<file path="config.mk">
export PLATFORM = sky130hd
export DESIGN_NAME = uhp_cfg_regs
export DESIGN_NICKNAME = d
export VERILOG_FILES = /design/src/rtl/uhp_pkg.sv /design/src/rtl/uhp_cfg_regs.sv /design/src/rtl/uhp_linestate_watch.sv
export VERILOG_INCLUDE_DIRS = /design/src /design/src/rtl
export SDC_FILE = /design/constraint.sdc
export NUM_CORES = 1
export LEC_CHECK = 0
export ABC_AREA = 1
export BUFFER_PORTS_ARGS = -buffer_cell sky130_fd_sc_hd__clkbuf_2
export CORE_MARGIN = 10
export CORE_UTILIZATION = 48
export DETAILED_ROUTE_END_ITERATION = 8
export PLACE_DENSITY = 0.8
export SYNTH_ARGS = -nofsm -noshare
export SYNTH_HDL_FRONTEND = slang
export SYNTH_SLANG_ARGS = --single-unit
export TNS_END_PERCENT = 1
</file>
<file path="constraint.sdc">
create_clock -name aclk -period 1.35 [get_ports aclk]
set_input_delay 0.0675 -clock aclk [delete_from_list [all_inputs] [get_ports aclk]]
set_output_delay 0.0675 -clock aclk [all_outputs]
set_load 0.02 [all_outputs]
</file>
<file path="src/rtl/uhp_defines.svh">
/*
  Offsets, field positions, reset values and write masks of the USB host and PHY
  configuration bank.
  Assumes a 12-bit byte address on the register bus and 32-bit data words.
*/
`ifndef UHP_DEFINES_SVH
`define UHP_DEFINES_SVH

// ----------------------------------------------------------------------------
// Bus geometry
// ----------------------------------------------------------------------------
`define UHP_AW          12
`define UHP_WE_LSB      16

// ----------------------------------------------------------------------------
// Register byte offsets
// ----------------------------------------------------------------------------
`define UHP_OFS_HOST0   12'h344
`define UHP_OFS_PWR     12'h348
`define UHP_OFS_TX      12'h34C
`define UHP_OFS_CHG     12'h350

// ----------------------------------------------------------------------------
// Reset values and writable bits (reserved bits are never writable)
// ----------------------------------------------------------------------------
`define UHP_RST_HOST0   16'hC820
`define UHP_RST_PWR     16'h0089
`define UHP_RST_TX      16'h7333
`define UHP_RST_CHG     16'h0D08
`define UHP_WM_HOST0    16'hFFFF
`define UHP_WM_PWR      16'hF0FF
`define UHP_WM_TX       16'hFFFF
`define UHP_WM_CHG      16'hDDF8

// ----------------------------------------------------------------------------
// Field positions
// ----------------------------------------------------------------------------
`define UHP_H0_BURST4   15
`define UHP_H0_BURST16  14
`define UHP_H0_HUBMIN   13
`define UHP_H0_STCLK    12
`define UHP_PW_PEND     15
`define UHP_PW_IRQEN    14
`define UHP_PW_IDDQ     13
`define UHP_PW_PRST     12
`define UHP_PW_HDIS     4
`define UHP_PW_COMN     0
`define UHP_TX_PRESEL   3
`define UHP_CH_ACA      15
`define UHP_CH_DCD      14
`define UHP_CH_SLEEPN   10
`define UHP_CH_RETN     8
`define UHP_CH_VSRC     7
`define UHP_CH_VDET     6
`define UHP_CH_DIR      5

// ----------------------------------------------------------------------------
// Bus responses
// ----------------------------------------------------------------------------
`define UHP_RESP_OKAY   2'h0
`define UHP_RESP_SLVERR 2'h2

`endif

</file>
<file path="src/rtl/uhp_pkg.sv">
/*
  Types of the USB host and PHY configuration bank.
  Assumes uhp_defines.svh is on the include path.
*/
`include "uhp_defines.svh"

package uhp_pkg;

  // Write channel progress, one-hot
  typedef enum logic [1:0] {
    UHP_W_IDLE = 2'b01,
    UHP_W_RESP = 2'b10
  } uhp_wst_t;

  // Whole state of the register bank
  typedef struct packed {
    logic [15:0]         host0;
    logic [15:0]         pwr;
    logic [15:0]         tx;
    logic [15:0]         chg;
    logic                aw_have;
    logic [`UHP_AW-1:0]  aw_addr;
    logic                w_have;
    logic [31:0]         w_data;
    logic [3:0]          w_strb;
    uhp_wst_t            wst;
    logic [1:0]          bresp;
    logic                rvalid;
    logic [31:0]         rdata;
    logic [1:0]          rresp;
  } uhp_state_t;

  // State of the line-state watcher
  typedef struct packed {
    logic [1:0] sync1;
    logic [1:0] sync2;
    logic [1:0] last;
    logic [1:0] prime;
    logic       change;
  } uhp_watch_t;

endpackage

</file>
<file path="src/rtl/uhp_cfg_regs.sv">
/*
  Configuration register bank for the first host controller and the second host
  port with its USB 2.0 PHY, reached over AXI4-Lite.
  Assumes one clock, a synchronous active-low reset, and a line_state bus from
  the PHY that is asynchronous to aclk.
*/
// The AXI4-Lite slave port is this design's own decision.
`timescale 1ns/1ps
`default_nettype none
`include "uhp_defines.svh"

module uhp_cfg_regs (
  // Clock and reset
  input  wire logic               aclk,
  input  wire logic               aresetn,
  // AXI4-Lite write address
  input  wire logic               s_axi_awvalid,
  output logic                    s_axi_awready,
  input  wire logic [`UHP_AW-1:0] s_axi_awaddr,
  input  wire logic [2:0]         s_axi_awprot,
  // AXI4-Lite write data
  input  wire logic               s_axi_wvalid,
  output logic                    s_axi_wready,
  input  wire logic [31:0]        s_axi_wdata,
  input  wire logic [3:0]         s_axi_wstrb,
  // AXI4-Lite write response
  output logic                    s_axi_bvalid,
  input  wire logic               s_axi_bready,
  output logic [1:0]              s_axi_bresp,
  // AXI4-Lite read address
  input  wire logic               s_axi_arvalid,
  output logic                    s_axi_arready,
  input  wire logic [`UHP_AW-1:0] s_axi_araddr,
  input  wire logic [2:0]         s_axi_arprot,
  // AXI4-Lite read data
  output logic                    s_axi_rvalid,
  input  wire logic               s_axi_rready,
  output logic [31:0]             s_axi_rdata,
  output logic [1:0]              s_axi_rresp,
  // First host controller
  output logic                    first_port_burst4_enable,
  output logic                    first_port_burst16_enable,
  output logic                    first_port_hub_setup_minimum,
  output logic                    first_port_start_clock_request,
  output logic [5:0]              first_port_frame_adjust_shared,
  output logic [5:0]              first_port_frame_adjust,
  // Second host port: line state and interrupt
  input  wire logic [1:0]         line_state,
  output logic                    line_state_irq,
  // Second host PHY power and reset
  output logic                    analog_quiescent_test,
  output logic                    per_port_fsm_reset,
  output logic [2:0]              vbus_valid_threshold_code,
  output logic                    host_block_power_down,
  output logic [2:0]              disconnect_threshold_code,
  output logic                    common_block_power_n,
  // Second host PHY transmitter tuning
  output logic [1:0]              tx_edge_rate_code,
  output logic [1:0]              tx_crossover_code,
  output logic [3:0]              tx_dc_level_code,
  output logic [3:0]              full_low_speed_impedance_code,
  output logic                    pre_emphasis_duration_select,
  output logic [2:0]              squelch_threshold_code,
  // Second host PHY charging and sleep
  output logic                    charger_id_detect_enable,
  output logic                    data_contact_detect_enable,
  output logic [1:0]              source_impedance_code,
  output logic                    phy_sleep_n,
  output logic                    retention_n,
  output logic                    charge_source_voltage_enable,
  output logic                    charge_source_direction,
  output logic                    charge_attach_detect_enable,
  output logic [1:0]              pre_emphasis_amplitude_code
);

  // ----------------------------------------------------------------------------
  // Helpers
  // ----------------------------------------------------------------------------
  // One-hot register select: host0, pwr, tx, chg
  function automatic logic [3:0] reg_hit(input logic [`UHP_AW-1:0] addr);
    reg_hit[0] = {addr[`UHP_AW-1:2], 2'b00} == `UHP_OFS_HOST0;
    reg_hit[1] = {addr[`UHP_AW-1:2], 2'b00} == `UHP_OFS_PWR;
    reg_hit[2] = {addr[`UHP_AW-1:2], 2'b00} == `UHP_OFS_TX;
    reg_hit[3] = {addr[`UHP_AW-1:2], 2'b00} == `UHP_OFS_CHG;
  endfunction

  // Bit n changes only where its write-enable bit n+16 is set and both byte
  // lanes carrying the pair were strobed; reserved bits never change
  function automatic logic [15:0] merge(
    input logic [15:0] old,
    input logic [31:0] data,
    input logic [3:0]  strb,
    input logic [15:0] wmask
  );
    logic [15:0] res;
    res = old;
    for (int i = 0; i < 16; i++) begin
      if (data[`UHP_WE_LSB + i] && strb[2 + i / 8] && strb[i / 8] && wmask[i]) begin
        res[i] = data[i];
      end
    end
    return res;
  endfunction

  uhp_pkg::uhp_state_t s_q;
  uhp_pkg::uhp_state_t s_d;
  logic                ls_change;
  logic [3:0]          w_hit;
  logic [3:0]          r_hit;
  logic                w_commit;

  // ----------------------------------------------------------------------------
  // Line-state watcher
  // ----------------------------------------------------------------------------
  uhp_linestate_watch u_watch (
    .aclk       (aclk),
    .aresetn    (aresetn),
    .line_state (line_state),
    .change     (ls_change)
  );

  // ----------------------------------------------------------------------------
  // Handshakes
  // ----------------------------------------------------------------------------
  // Each channel is held off while its slot is full or a response is pending
  assign s_axi_awready = !s_q.aw_have && (s_q.wst == uhp_pkg::UHP_W_IDLE);
  assign s_axi_wready  = !s_q.w_have && (s_q.wst == uhp_pkg::UHP_W_IDLE);
  assign s_axi_arready = !s_q.rvalid;
  assign w_hit         = reg_hit(s_q.aw_addr);
  assign r_hit         = reg_hit(s_axi_araddr);
  assign w_commit      = s_q.aw_have && s_q.w_have && (s_q.wst == uhp_pkg::UHP_W_IDLE);

  // ----------------------------------------------------------------------------
  // Next state
  // ----------------------------------------------------------------------------
  // Register updates first, then the pending event, so a set beats a clear
  always_comb begin
    s_d = s_q;
    // Write address and data slots fill in either order
    if (s_axi_awvalid && s_axi_awready) begin
      s_d.aw_have = 1'b1;
      s_d.aw_addr = s_axi_awaddr;
    end
    if (s_axi_wvalid && s_axi_wready) begin
      s_d.w_have = 1'b1;
      s_d.w_data = s_axi_wdata;
      s_d.w_strb = s_axi_wstrb;
    end
    // Commit once both halves are present
    case (s_q.wst)
      uhp_pkg::UHP_W_IDLE: begin
        if (w_commit) begin
          if (w_hit[0]) begin
            s_d.host0 = merge(s_q.host0, s_q.w_data, s_q.w_strb, `UHP_WM_HOST0);
          end
          if (w_hit[1]) begin
            s_d.pwr = merge(s_q.pwr, s_q.w_data, s_q.w_strb, `UHP_WM_PWR);
          end
          if (w_hit[2]) begin
            s_d.tx = merge(s_q.tx, s_q.w_data, s_q.w_strb, `UHP_WM_TX);
          end
          if (w_hit[3]) begin
            s_d.chg = merge(s_q.chg, s_q.w_data, s_q.w_strb, `UHP_WM_CHG);
          end
          s_d.bresp   = (w_hit != 4'h0) ? `UHP_RESP_OKAY : `UHP_RESP_SLVERR;
          s_d.aw_have = 1'b0;
          s_d.w_have  = 1'b0;
          s_d.wst     = uhp_pkg::UHP_W_RESP;
        end
      end
      uhp_pkg::UHP_W_RESP: begin
        if (s_axi_bready) begin
          s_d.wst = uhp_pkg::UHP_W_IDLE;
        end
      end
      default: begin
        s_d.wst = uhp_pkg::UHP_W_IDLE;
      end
    endcase
    // A change seen in the same cycle as a software clear keeps the bit set
    if (ls_change) begin
      s_d.pwr[`UHP_PW_PEND] = 1'b1;
    end
    // Read data is captured once and held until taken
    if (s_q.rvalid && s_axi_rready) begin
      s_d.rvalid = 1'b0;
    end
    if (s_axi_arvalid && s_axi_arready) begin
      s_d.rvalid = 1'b1;
      s_d.rresp  = (r_hit != 4'h0) ? `UHP_RESP_OKAY : `UHP_RESP_SLVERR;
      // Write-enable half reads as zero; reserved bits are zero in storage
      s_d.rdata  = {16'h0000,
                    ({16{r_hit[0]}} & s_q.host0) |
                    ({16{r_hit[1]}} & s_q.pwr) |
                    ({16{r_hit[2]}} & s_q.tx) |
                    ({16{r_hit[3]}} & s_q.chg)};
    end
  end

  // ----------------------------------------------------------------------------
  // State register
  // ----------------------------------------------------------------------------
  always_ff @(posedge aclk) begin
    if (!aresetn) begin
      s_q       <= '0;
      s_q.host0 <= `UHP_RST_HOST0;
      s_q.pwr   <= `UHP_RST_PWR;
      s_q.tx    <= `UHP_RST_TX;
      s_q.chg   <= `UHP_RST_CHG;
      s_q.wst   <= uhp_pkg::UHP_W_IDLE;
    end else begin
      s_q <= s_d;
    end
  end

  // ----------------------------------------------------------------------------
  // Bus outputs
  // ----------------------------------------------------------------------------
  assign s_axi_bvalid = (s_q.wst == uhp_pkg::UHP_W_RESP);
  assign s_axi_bresp  = s_q.bresp;
  assign s_axi_rvalid = s_q.rvalid;
  assign s_axi_rdata  = s_q.rdata;
  assign s_axi_rresp  = s_q.rresp;

  // ----------------------------------------------------------------------------
  // Controller and PHY outputs, all straight from flops except line_state_irq, an AND of two flops
  // ----------------------------------------------------------------------------
  // First host controller
  assign first_port_burst4_enable       = s_q.host0[`UHP_H0_BURST4];
  assign first_port_burst16_enable      = s_q.host0[`UHP_H0_BURST16];
  assign first_port_hub_setup_minimum   = s_q.host0[`UHP_H0_HUBMIN];
  assign first_port_start_clock_request = s_q.host0[`UHP_H0_STCLK];
  assign first_port_frame_adjust_shared = s_q.host0[11:6];
  assign first_port_frame_adjust        = s_q.host0[5:0];

  // Interrupt is a level, dropped as soon as either bit clears
  assign line_state_irq = s_q.pwr[`UHP_PW_PEND] && s_q.pwr[`UHP_PW_IRQEN];

  // Power and reset
  assign analog_quiescent_test     = s_q.pwr[`UHP_PW_IDDQ];
  assign per_port_fsm_reset        = s_q.pwr[`UHP_PW_PRST];
  assign vbus_valid_threshold_code = s_q.pwr[7:5];
  assign host_block_power_down     = s_q.pwr[`UHP_PW_HDIS];
  assign disconnect_threshold_code = s_q.pwr[3:1];
  assign common_block_power_n      = s_q.pwr[`UHP_PW_COMN];

  // Transmitter tuning; the reserved crossover code is passed on unchanged
  assign tx_edge_rate_code             = s_q.tx[15:14];
  assign tx_crossover_code             = s_q.tx[13:12];
  assign tx_dc_level_code              = s_q.tx[11:8];
  assign full_low_speed_impedance_code = s_q.tx[7:4];
  assign pre_emphasis_duration_select  = s_q.tx[`UHP_TX_PRESEL];
  assign squelch_threshold_code        = s_q.tx[2:0];

  // Charging, sleep and retention
  assign charger_id_detect_enable     = s_q.chg[`UHP_CH_ACA];
  assign data_contact_detect_enable   = s_q.chg[`UHP_CH_DCD];
  assign source_impedance_code        = s_q.chg[12:11];
  assign phy_sleep_n                  = s_q.chg[`UHP_CH_SLEEPN];
  assign retention_n                  = s_q.chg[`UHP_CH_RETN];
  assign charge_source_voltage_enable = s_q.chg[`UHP_CH_VSRC];
  assign charge_attach_detect_enable  = s_q.chg[`UHP_CH_VDET];
  assign charge_source_direction      = s_q.chg[`UHP_CH_DIR];
  assign pre_emphasis_amplitude_code  = s_q.chg[4:3];

  // ----------------------------------------------------------------------------
  // Checks
  // ----------------------------------------------------------------------------
  AST_MASK_HOLD: assert property (@(posedge aclk) disable iff (!aresetn)
    w_commit && (s_q.w_data[31:16] == 16'h0000) |=>
      $stable(s_q.host0) && $stable(s_q.tx) && $stable(s_q.chg))
    else $error("register changed under an all-zero write mask");

  AST_RST_HOST0: assert property (@(posedge aclk) disable iff (!aresetn)
    !$past(aresetn) |-> first_port_frame_adjust == 6'h20 && first_port_burst4_enable
      && first_port_burst16_enable && first_port_frame_adjust_shared == 6'h20)
    else $error("first host register reset value wrong");

  AST_RST_PWR: assert property (@(posedge aclk) disable iff (!aresetn)
    !$past(aresetn) |-> common_block_power_n && disconnect_threshold_code == 3'h4
      && !analog_quiescent_test && !host_block_power_down && !line_state_irq)
    else $error("power register reset value wrong");

  AST_RST_TX: assert property (@(posedge aclk) disable iff (!aresetn)
    !$past(aresetn) |-> tx_crossover_code == 2'h3 && tx_edge_rate_code == 2'h1
      && squelch_threshold_code == 3'h3 && !pre_emphasis_duration_select)
    else $error("tuning register reset value wrong");

  AST_RST_CHG: assert property (@(posedge aclk) disable iff (!aresetn)
    !$past(aresetn) |-> phy_sleep_n && retention_n && source_impedance_code == 2'h1
      && pre_emphasis_amplitude_code == 2'h1 && !charge_source_voltage_enable)
    else $error("charging register reset value wrong");

  AST_RESERVED_ZERO: assert property (@(posedge aclk) disable iff (!aresetn)
    s_axi_rvalid && s_axi_rresp == `UHP_RESP_OKAY |->
      s_axi_rdata[31:16] == 16'h0000 && (s_q.chg[13] == 1'b0) && (s_q.chg[9] == 1'b0))
    else $error("reserved bits not zero");

  AST_PEND_SET_WINS: assert property (@(posedge aclk) disable iff (!aresetn)
    ls_change |=> s_q.pwr[`UHP_PW_PEND] ##1 (s_q.pwr[`UHP_PW_PEND] || $past(w_commit)))
    else $error("line-state change lost");

  AST_WRITE_ANSWER: assert property (@(posedge aclk) disable iff (!aresetn)
    w_commit |=> s_axi_bvalid && !s_axi_awready && !s_axi_wready)
    else $error("write response not raised after commit");

  AST_READ_HOLD: assert property (@(posedge aclk) disable iff (!aresetn)
    s_axi_rvalid && !s_axi_rready |=> s_axi_rvalid && $stable(s_axi_rdata))
    else $error("read data dropped before accepted");

  // Unmapped writes answer with an error and leave host0, tx and chg alone
  AST_UNMAPPED_WRITE: assert property (@(posedge aclk) disable iff (!aresetn)
    w_commit && (w_hit == 4'h0) |=>
      s_axi_bvalid && (s_axi_bresp == `UHP_RESP_SLVERR)
      && $stable(s_q.host0) && $stable(s_q.tx) && $stable(s_q.chg))
    else $error("unmapped write not refused");

  // Write data slot keeps its data on the next edge, though emptied, so it shows what landed
  AST_FULL_WRITE: assert property (@(posedge aclk) disable iff (!aresetn)
    w_commit && w_hit[2] && (s_q.w_strb == 4'hF) && (s_q.w_data[31:16] == 16'hFFFF) |=>
      s_q.tx == s_q.w_data[15:0])
    else $error("full-mask write did not land");

  // Software clear of pending takes effect when no new change races it
  AST_PEND_CLEAR: assert property (@(posedge aclk) disable iff (!aresetn)
    w_commit && w_hit[1] && (s_q.w_strb == 4'hF) && s_q.w_data[`UHP_WE_LSB + `UHP_PW_PEND]
      && !s_q.w_data[`UHP_PW_PEND] && !ls_change |=> !s_q.pwr[`UHP_PW_PEND])
    else $error("pending bit not cleared by software");

  // Pending is sticky: only a register write can drop it
  AST_PEND_STICKY: assert property (@(posedge aclk) disable iff (!aresetn)
    s_q.pwr[`UHP_PW_PEND] && !w_commit |=> s_q.pwr[`UHP_PW_PEND])
    else $error("pending bit dropped without a write");

  // A taken read address is answered on the next edge, blocking another one
  AST_READ_ANSWER: assert property (@(posedge aclk) disable iff (!aresetn)
    s_axi_arvalid && s_axi_arready |=> s_axi_rvalid && !s_axi_arready)
    else $error("read not answered one edge after address");

  // Unmapped reads return zero with an error response
  AST_READ_UNMAPPED: assert property (@(posedge aclk) disable iff (!aresetn)
    s_axi_arvalid && s_axi_arready && (r_hit == 4'h0) |=>
      (s_axi_rresp == `UHP_RESP_SLVERR) && (s_axi_rdata == 32'h0000_0000))
    else $error("unmapped read not refused");

endmodule

`default_nettype wire

</file>
<file path="src/rtl/uhp_linestate_watch.sv">
/*
  Line-state change detector for the second host port.
  Assumes line_state arrives from the PHY clock domain and is quasi-static
  between changes, so a two-flop level synchroniser is enough.
*/
`timescale 1ns/1ps
`default_nettype none

module uhp_linestate_watch (
  // Clock and reset
  input  wire logic       aclk,
  input  wire logic       aresetn,
  // PHY side
  input  wire logic [1:0] line_state,
  // Event out
  output logic            change
);

  uhp_pkg::uhp_watch_t s_q;
  uhp_pkg::uhp_watch_t s_d;

  // ----------------------------------------------------------------------------
  // Next state
  // ----------------------------------------------------------------------------
  // Priming stops the reset value of the history from faking a first change
  always_comb begin
    s_d       = s_q;
    s_d.sync1 = line_state;
    s_d.sync2 = s_q.sync1;
    s_d.last  = s_q.sync2;
    if (s_q.prime != 2'h3) begin
      s_d.prime = s_q.prime + 2'h1;
    end
    s_d.change = (s_q.prime == 2'h3) && (s_q.sync2 != s_q.last);
  end

  // Single register stage
  always_ff @(posedge aclk) begin
    if (!aresetn) begin
      s_q <= '0;
    end else begin
      s_q <= s_d;
    end
  end

  assign change = s_q.change;

  // A flagged change really was a change of the synchronised level
  AST_CHANGE_CAUSE: assert property (@(posedge aclk) disable iff (!aresetn)
    change |-> $past(s_q.sync2) != $past(s_q.last))
    else $error("line-state change flagged without a level change");

endmodule

`default_nettype wire

</file>
[Yosys cells after proc, flatten, opt, wreduce, memory -nomap -nowiden]
Cells that the tools add are included.
Storage, ports and cells
  bits in latches: 0
  output and inout port bits: 95
  bits in read-only memories: 0
  input bits: 75
  flip-flop bits (word level): 137
  memories: 0
  RAM bits: 0
Cells by class
  add/subtract/negate cells: 1
  shift-type cells: 0
  muxes and demuxes: 56
  multiply operators: 0
  equal/unequal tests: 15
  reductions and logical operators: 109
  $lt $le $gt $ge: 0
  bitwise operators: 7
  divide/modulo/power cells: 0
Operators with widths (count)
  $reduce_and 4->1: 55
  $mux 49: 2
  $eq 10x8->1 const B: 8
  $and 16x16->16: 4
  $mux 16: 3
  $or 16x16->16: 3
  $mux 1: 43
  $logic_and 1x1->1: 42
  $mux 37: 1
  $mux 35: 1
  $mux 13: 1
  $reduce_bool 2->1: 5
  $reduce_bool 4->1: 2
  $mux 2: 3
  $eq 2x2->1 const B: 2
  $mux 4: 1
  $ne 2x2->1 const B: 2
  $pmux 2 s2: 1
  $reduce_and 2->1: 2
  $logic_not 1->1: 3
  $add 2x1->2 const B: 1
  $eq 2x1->1 const B: 1
  $ne 2x1->1 const B: 1
  $ne 2x2->1: 1

[Logic depth before layout (Yosys ltp)]
  depth in word-level cells: 7
  mapped depth: 10
  depth with buffers taken out: 9

[Cells and area by module]
From an unflattened synthesis, not the netlist that was laid out.
Second synthesis, totals
  cell total of the unflattened synthesis: 907
  area, all modules: 6459.9 sq um
Modules (own cells, without submodules)
  uhp_cfg_regs: area each 6133.4 sq um, cells an instance 866, times used 1
  uhp_linestate_watch: area each 326.6 sq um, cells an instance 41, times used 1

[Least setup slack after synthesis]
No wires, ideal clock.
  path type: register to register
  from: reg s_q[38] (netlist bit)
  to: reg s_q[57] (netlist bit)
  setup slack: -0.196 ns
  stages on the path, launching flop included: 8
  path buffers: 1
  clock period less this slack: 1.546 ns
  arrival: 1.430 ns
  path through: dfxtp_1 -> inv_1 -> nand2_2 -> nor2_1 -> nand2_1 -> clkbuf_1 -> o21ai_0 -> nor2_1
Between the ends
  cells in the longest elaborated chain, start to end: 3
RTL lines
  start: declaration: RTL line uhp_cfg_regs.sv:105  | uhp_pkg::uhp_state_t s_q;
  $eq 2x1->1: RTL line uhp_cfg_regs.sv:127  | assign s_axi_wready = !s_q.w_have && (s_q.wst == uhp_pkg::UHP_W_IDLE);
  $logic_and 1x1->1: RTL line uhp_cfg_regs.sv:127
  via s_axi_wready: RTL line uhp_cfg_regs.sv:23  | output logic s_axi_wready,
  $logic_and 1x1->1: RTL line uhp_cfg_regs.sv:144  | if (s_axi_wvalid && s_axi_wready) begin
The timed path passes the listed nets, and every way through them passes these cells.
A chain may end at the register's enable or synchronous reset.

[Worst setup path after layout]
  from: reg s_q[83] (netlist bit)
  to: reg s_q (netlist bit common_block_power_n)
Between the ends
  cells in the longest elaborated chain, start to end: 2
RTL lines
  $eq 10x8->1 (no source line)
  $reduce_and 4->1 (no source line)
Every way passes these cells.

==> results.py <==
metrics = {
    "drt": {
        "vias": 6788,
        "dr.pass1.iters": 6,
        "wl_per_cell_um": 16.1,
        "via_per_inst": 5.21,
        "routed_wl_mm": 20.9,
        "drc": 0,
        "drtAntennaViolNets": 0,
        "drt_iter0_markers": 681,
    },
    "clock_tree": {
        "clkTransAtPathRegs_ps": 60,
        "root_buffer": "clkbuf_16",
        "clock_path_buffers": 2,
        "h-tree-depth": 4,
        "worstSkewPairLatency_ps": 420,
        "clock_sinks": 133,
        "cts_tree": "yes",
        "cts_buffers": 17,
    },
    "grt": {
        "grt_start_max_net_pins": 39,
        "antenna_found_initial": 0,
        "grt_first_pass_wirelength_mm": 32.4,
        "first_global_vias": 6339,
        "track_usage_pct": 21.7,
        "grt_overflow_total": 0,
    },
    "yosys": {
        "netlist_instances": 920,
        "synth.largest_area_cell": "dfxtp_1",
        "synth_seq_area_share_pct": 41.6,
        "synth_most_common_cell": "nor2_1",
        "synth_cell_types": 30,
        "synth-seq-cells": 133,
        "synth_xor_xnor_area_share_pct": 0,
        "syn-mean-instance-area_sq_um": 6.95,
        "yosysWarningCount": 0,
        "synth_top_area_share_pct": 41.6,
        "synth_fa_ha_area_share_pct": 0.196,
        "synth_commonest_cells": "nor2_1, dfxtp_1, nand2_1",
        "async_flop_share_pct": 0,
        "synth-edff-count": 0,
        "yosys.area_share.simple_pct": 31.1,
        "synthTopCellsByArea": "dfxtp_1, nor2_1, buf_4",
        "synthMuxAreaShare_pct": 0,
        "synth_top_family_by_area": "simple AND/OR/NAND/NOR gates",
        "synth_compound_area_share_pct": 10.2,
        "syn_area_sq_um": 6400,
        "synth_ff_type": "dfxtp_1",
    },
    "placed_design": {
        "dp_hpwl_mm": 14.4,
        "placed_area_sq_um": 7240,
        "gp_congestion": 0.886,
        "numPortBuffers": 141,
    },
    "worst_setup_path": {
        "path_buf_inv": 4,
        "reg2reg_from": "s_q[83]",
        "critPathMaxStageDelay_ps": 290,
        "critical_path.top_delay_family": "buffers and inverters",
        "cp_slowest_cell": "dfxtp_1",
        "arrival_ps": 1830,
        "critPathLaunch": "s_q[83]",
        "cp_max_fo": 4,
        "cp.depth": 9,
        "cp_common_cell": "buf_4",
        "r2r_end": "common_block_power_n",
        "cp-start-kind": "flop",
        "path_class": "reg2reg",
        "r2r_setup_slack_ps": -180,
        "cp.required_ps": 1660,
        "cp-endpoint": "common_block_power_n",
        "ff2ff_path_depth": 9,
        "crit_path_end_kind": "flop",
        "crit_chain": "inv_1 -> nand4_1 -> buf_6 -> nor2_4 -> buf_4 -> buf_4 -> nand3_1 -> a21oi_1 -> o21ai_1",
    },
    "run_status": {
        "violations": "setup timing",
        "status": "finished, violations left",
    },
    "finish": {
        "fin_nets": 1189,
        "synthToLayoutAreaGrowth_pct": 36.6,
        "diodes": 0,
        "layout-drive-gt1-share_pct": 28.9,
        "design_area_sq_um": 8740,
        "final_util_pct": 66.5,
    },
    "floorplanning": {
        "start_util_pct": 48.7,
        "dieArea_sq_um": 18300,
        "ios": 170,
        "std_cell_rows": 42,
        "die_y_um": 135,
        "fp.coreArea_sq_um": 13100,
        "fp.dieW_um": 135,
    },
    "power": {
        "power.density_nw_per_um2": 1220,
        "leakage_uw": 0.00412,
        "ir_drop_mv": 0.860,
    },
    "sta": {
        "setup_ws_ps": -176,
        "tns_ps": -3360,
        "rsz0062_at_grt": "yes",
        "maxSlewViolCount": 0,
        "fmax_mhz": 655,
        "hold_viol": 0,
        "period_share_pct": 113,
        "clock_skew_ps": 7.41,
        "fin_crit_ps": 1530,
        "setup_viol": 53,
        "hold-worst-slack_ps": 56.0,
    },
    "flow_run": {
        "max_cap_violations": 0,
    },
    "worst_hold_path": {
        "hold_path.class": "in2reg",
    },
}
-- worst min-delay path, cell delays in order --
cell      delay, ps
clkbuf_2        110
nand2_4         110
o21ai_0          80
nor2_1           70
-- sequential cells by signal, indices dropped and copies added (netlist names), 2 cells and up --
| name | cells |
|---|---|
| s_q | 52 |
| disconnect_threshold_code | 3 |
| tx_edge_rate_code | 2 |
| u_watch.s_q | 4 |
| tx_dc_level_code | 4 |
| vbus_valid_threshold_code | 3 |
| squelch_threshold_code | 3 |
| source_impedance_code | 2 |
| full_low_speed_impedance_code | 4 |
| first_port_frame_adjust_shared | 6 |
| s_axi_rdata | 16 |
| first_port_frame_adjust | 6 |
| pre_emphasis_amplitude_code | 2 |
| tx_crossover_code | 2 |
| u_watch.s_d | 4 |
-- metal layers --
| metal | part of all wire, % | GRT usage (%) | up-vias |
|---|---|---|---|
| li1 | - | - | 3272 |
| met1 | 42 | 27.7 | 3115 |
| met2 | 47 | 35.0 | 368 |
| met3 | 10 | 6.31 | 33 |
| met4 | 1.4 | 5.92 | 0 |
| met5 | 0 | 0 | - |
-- layout make-up --
cell class	instances	area, sq um
fillers	1055	4400
multi-input cells	599	2950
flip-flops and latches	133	2670
repair buffers	268	1910
clock buffers	20	467
inverters	94	355
well taps	176	220
clock inverters	12	176
-- through the flow --
step / setup slack, ps / total power [uW] / std cells
final: -176 / 10600 / 1302
after global routing: -233 / 11000 / 1302
after CTS: -90.8 / 10500 / 1296
after detailed placement: -149 / 5440 / 1212
after global placement: -78.6 / 5400 / 1212
after floorplan: -64.1 / 5070 / 937
-- repair_timing --
item	CTS	global route
setup endpoints to repair	94	107
pin swaps	4	17
resized for setup	42	61
buffers inserted	0	5
hold buffers	52	0
cloned	0	1
hold endpoints to repair	53	0
-- placed cells by master (no fill, tap or decap), types with 23 or more instances in the layout --
cell | netlist | layout
dfxtp_1 | 133 | 129
a21oi_1 | 23 | 23
nand2_1 | 133 | 122
nand4_1 | 38 | 38
nor2_1 | 172 | 163
dlygate4sd3_1 | 0 | 52
o21ai_0 | 92 | 70
nand3_1 | 64 | 60
buf_4 | 73 | 61
clkbuf_2 | 0 | 137
inv_1 | 91 | 84
-- worst min-delay path by stage --
stage | startpoint | to | cells past startpoint
after floorplan | line_state[0] | u_watch.s_d[5] | 2
after global placement | line_state[0] | u_watch.s_d[5] | 3
after detailed placement | line_state[0] | u_watch.s_d[5] | 3
after CTS | s_axi_araddr[2] | s_axi_rresp[1] | 4
after global routing | s_axi_wvalid | s_q[74] | 4
final | s_axi_wvalid | s_q[74] | 4
-- cell families after synthesis --
kind of cell,Yosys count
fa+ha+maj,1
buf+inv,205
flops,133
simple gates,453
other cells,1
compound gates,127
-- power breakdown --
part	switching [uW]	internal, uW
Sequential	168	4140
Combinational	769	543
Clock	1780	3230
Power figures use the tool's default switching activity.
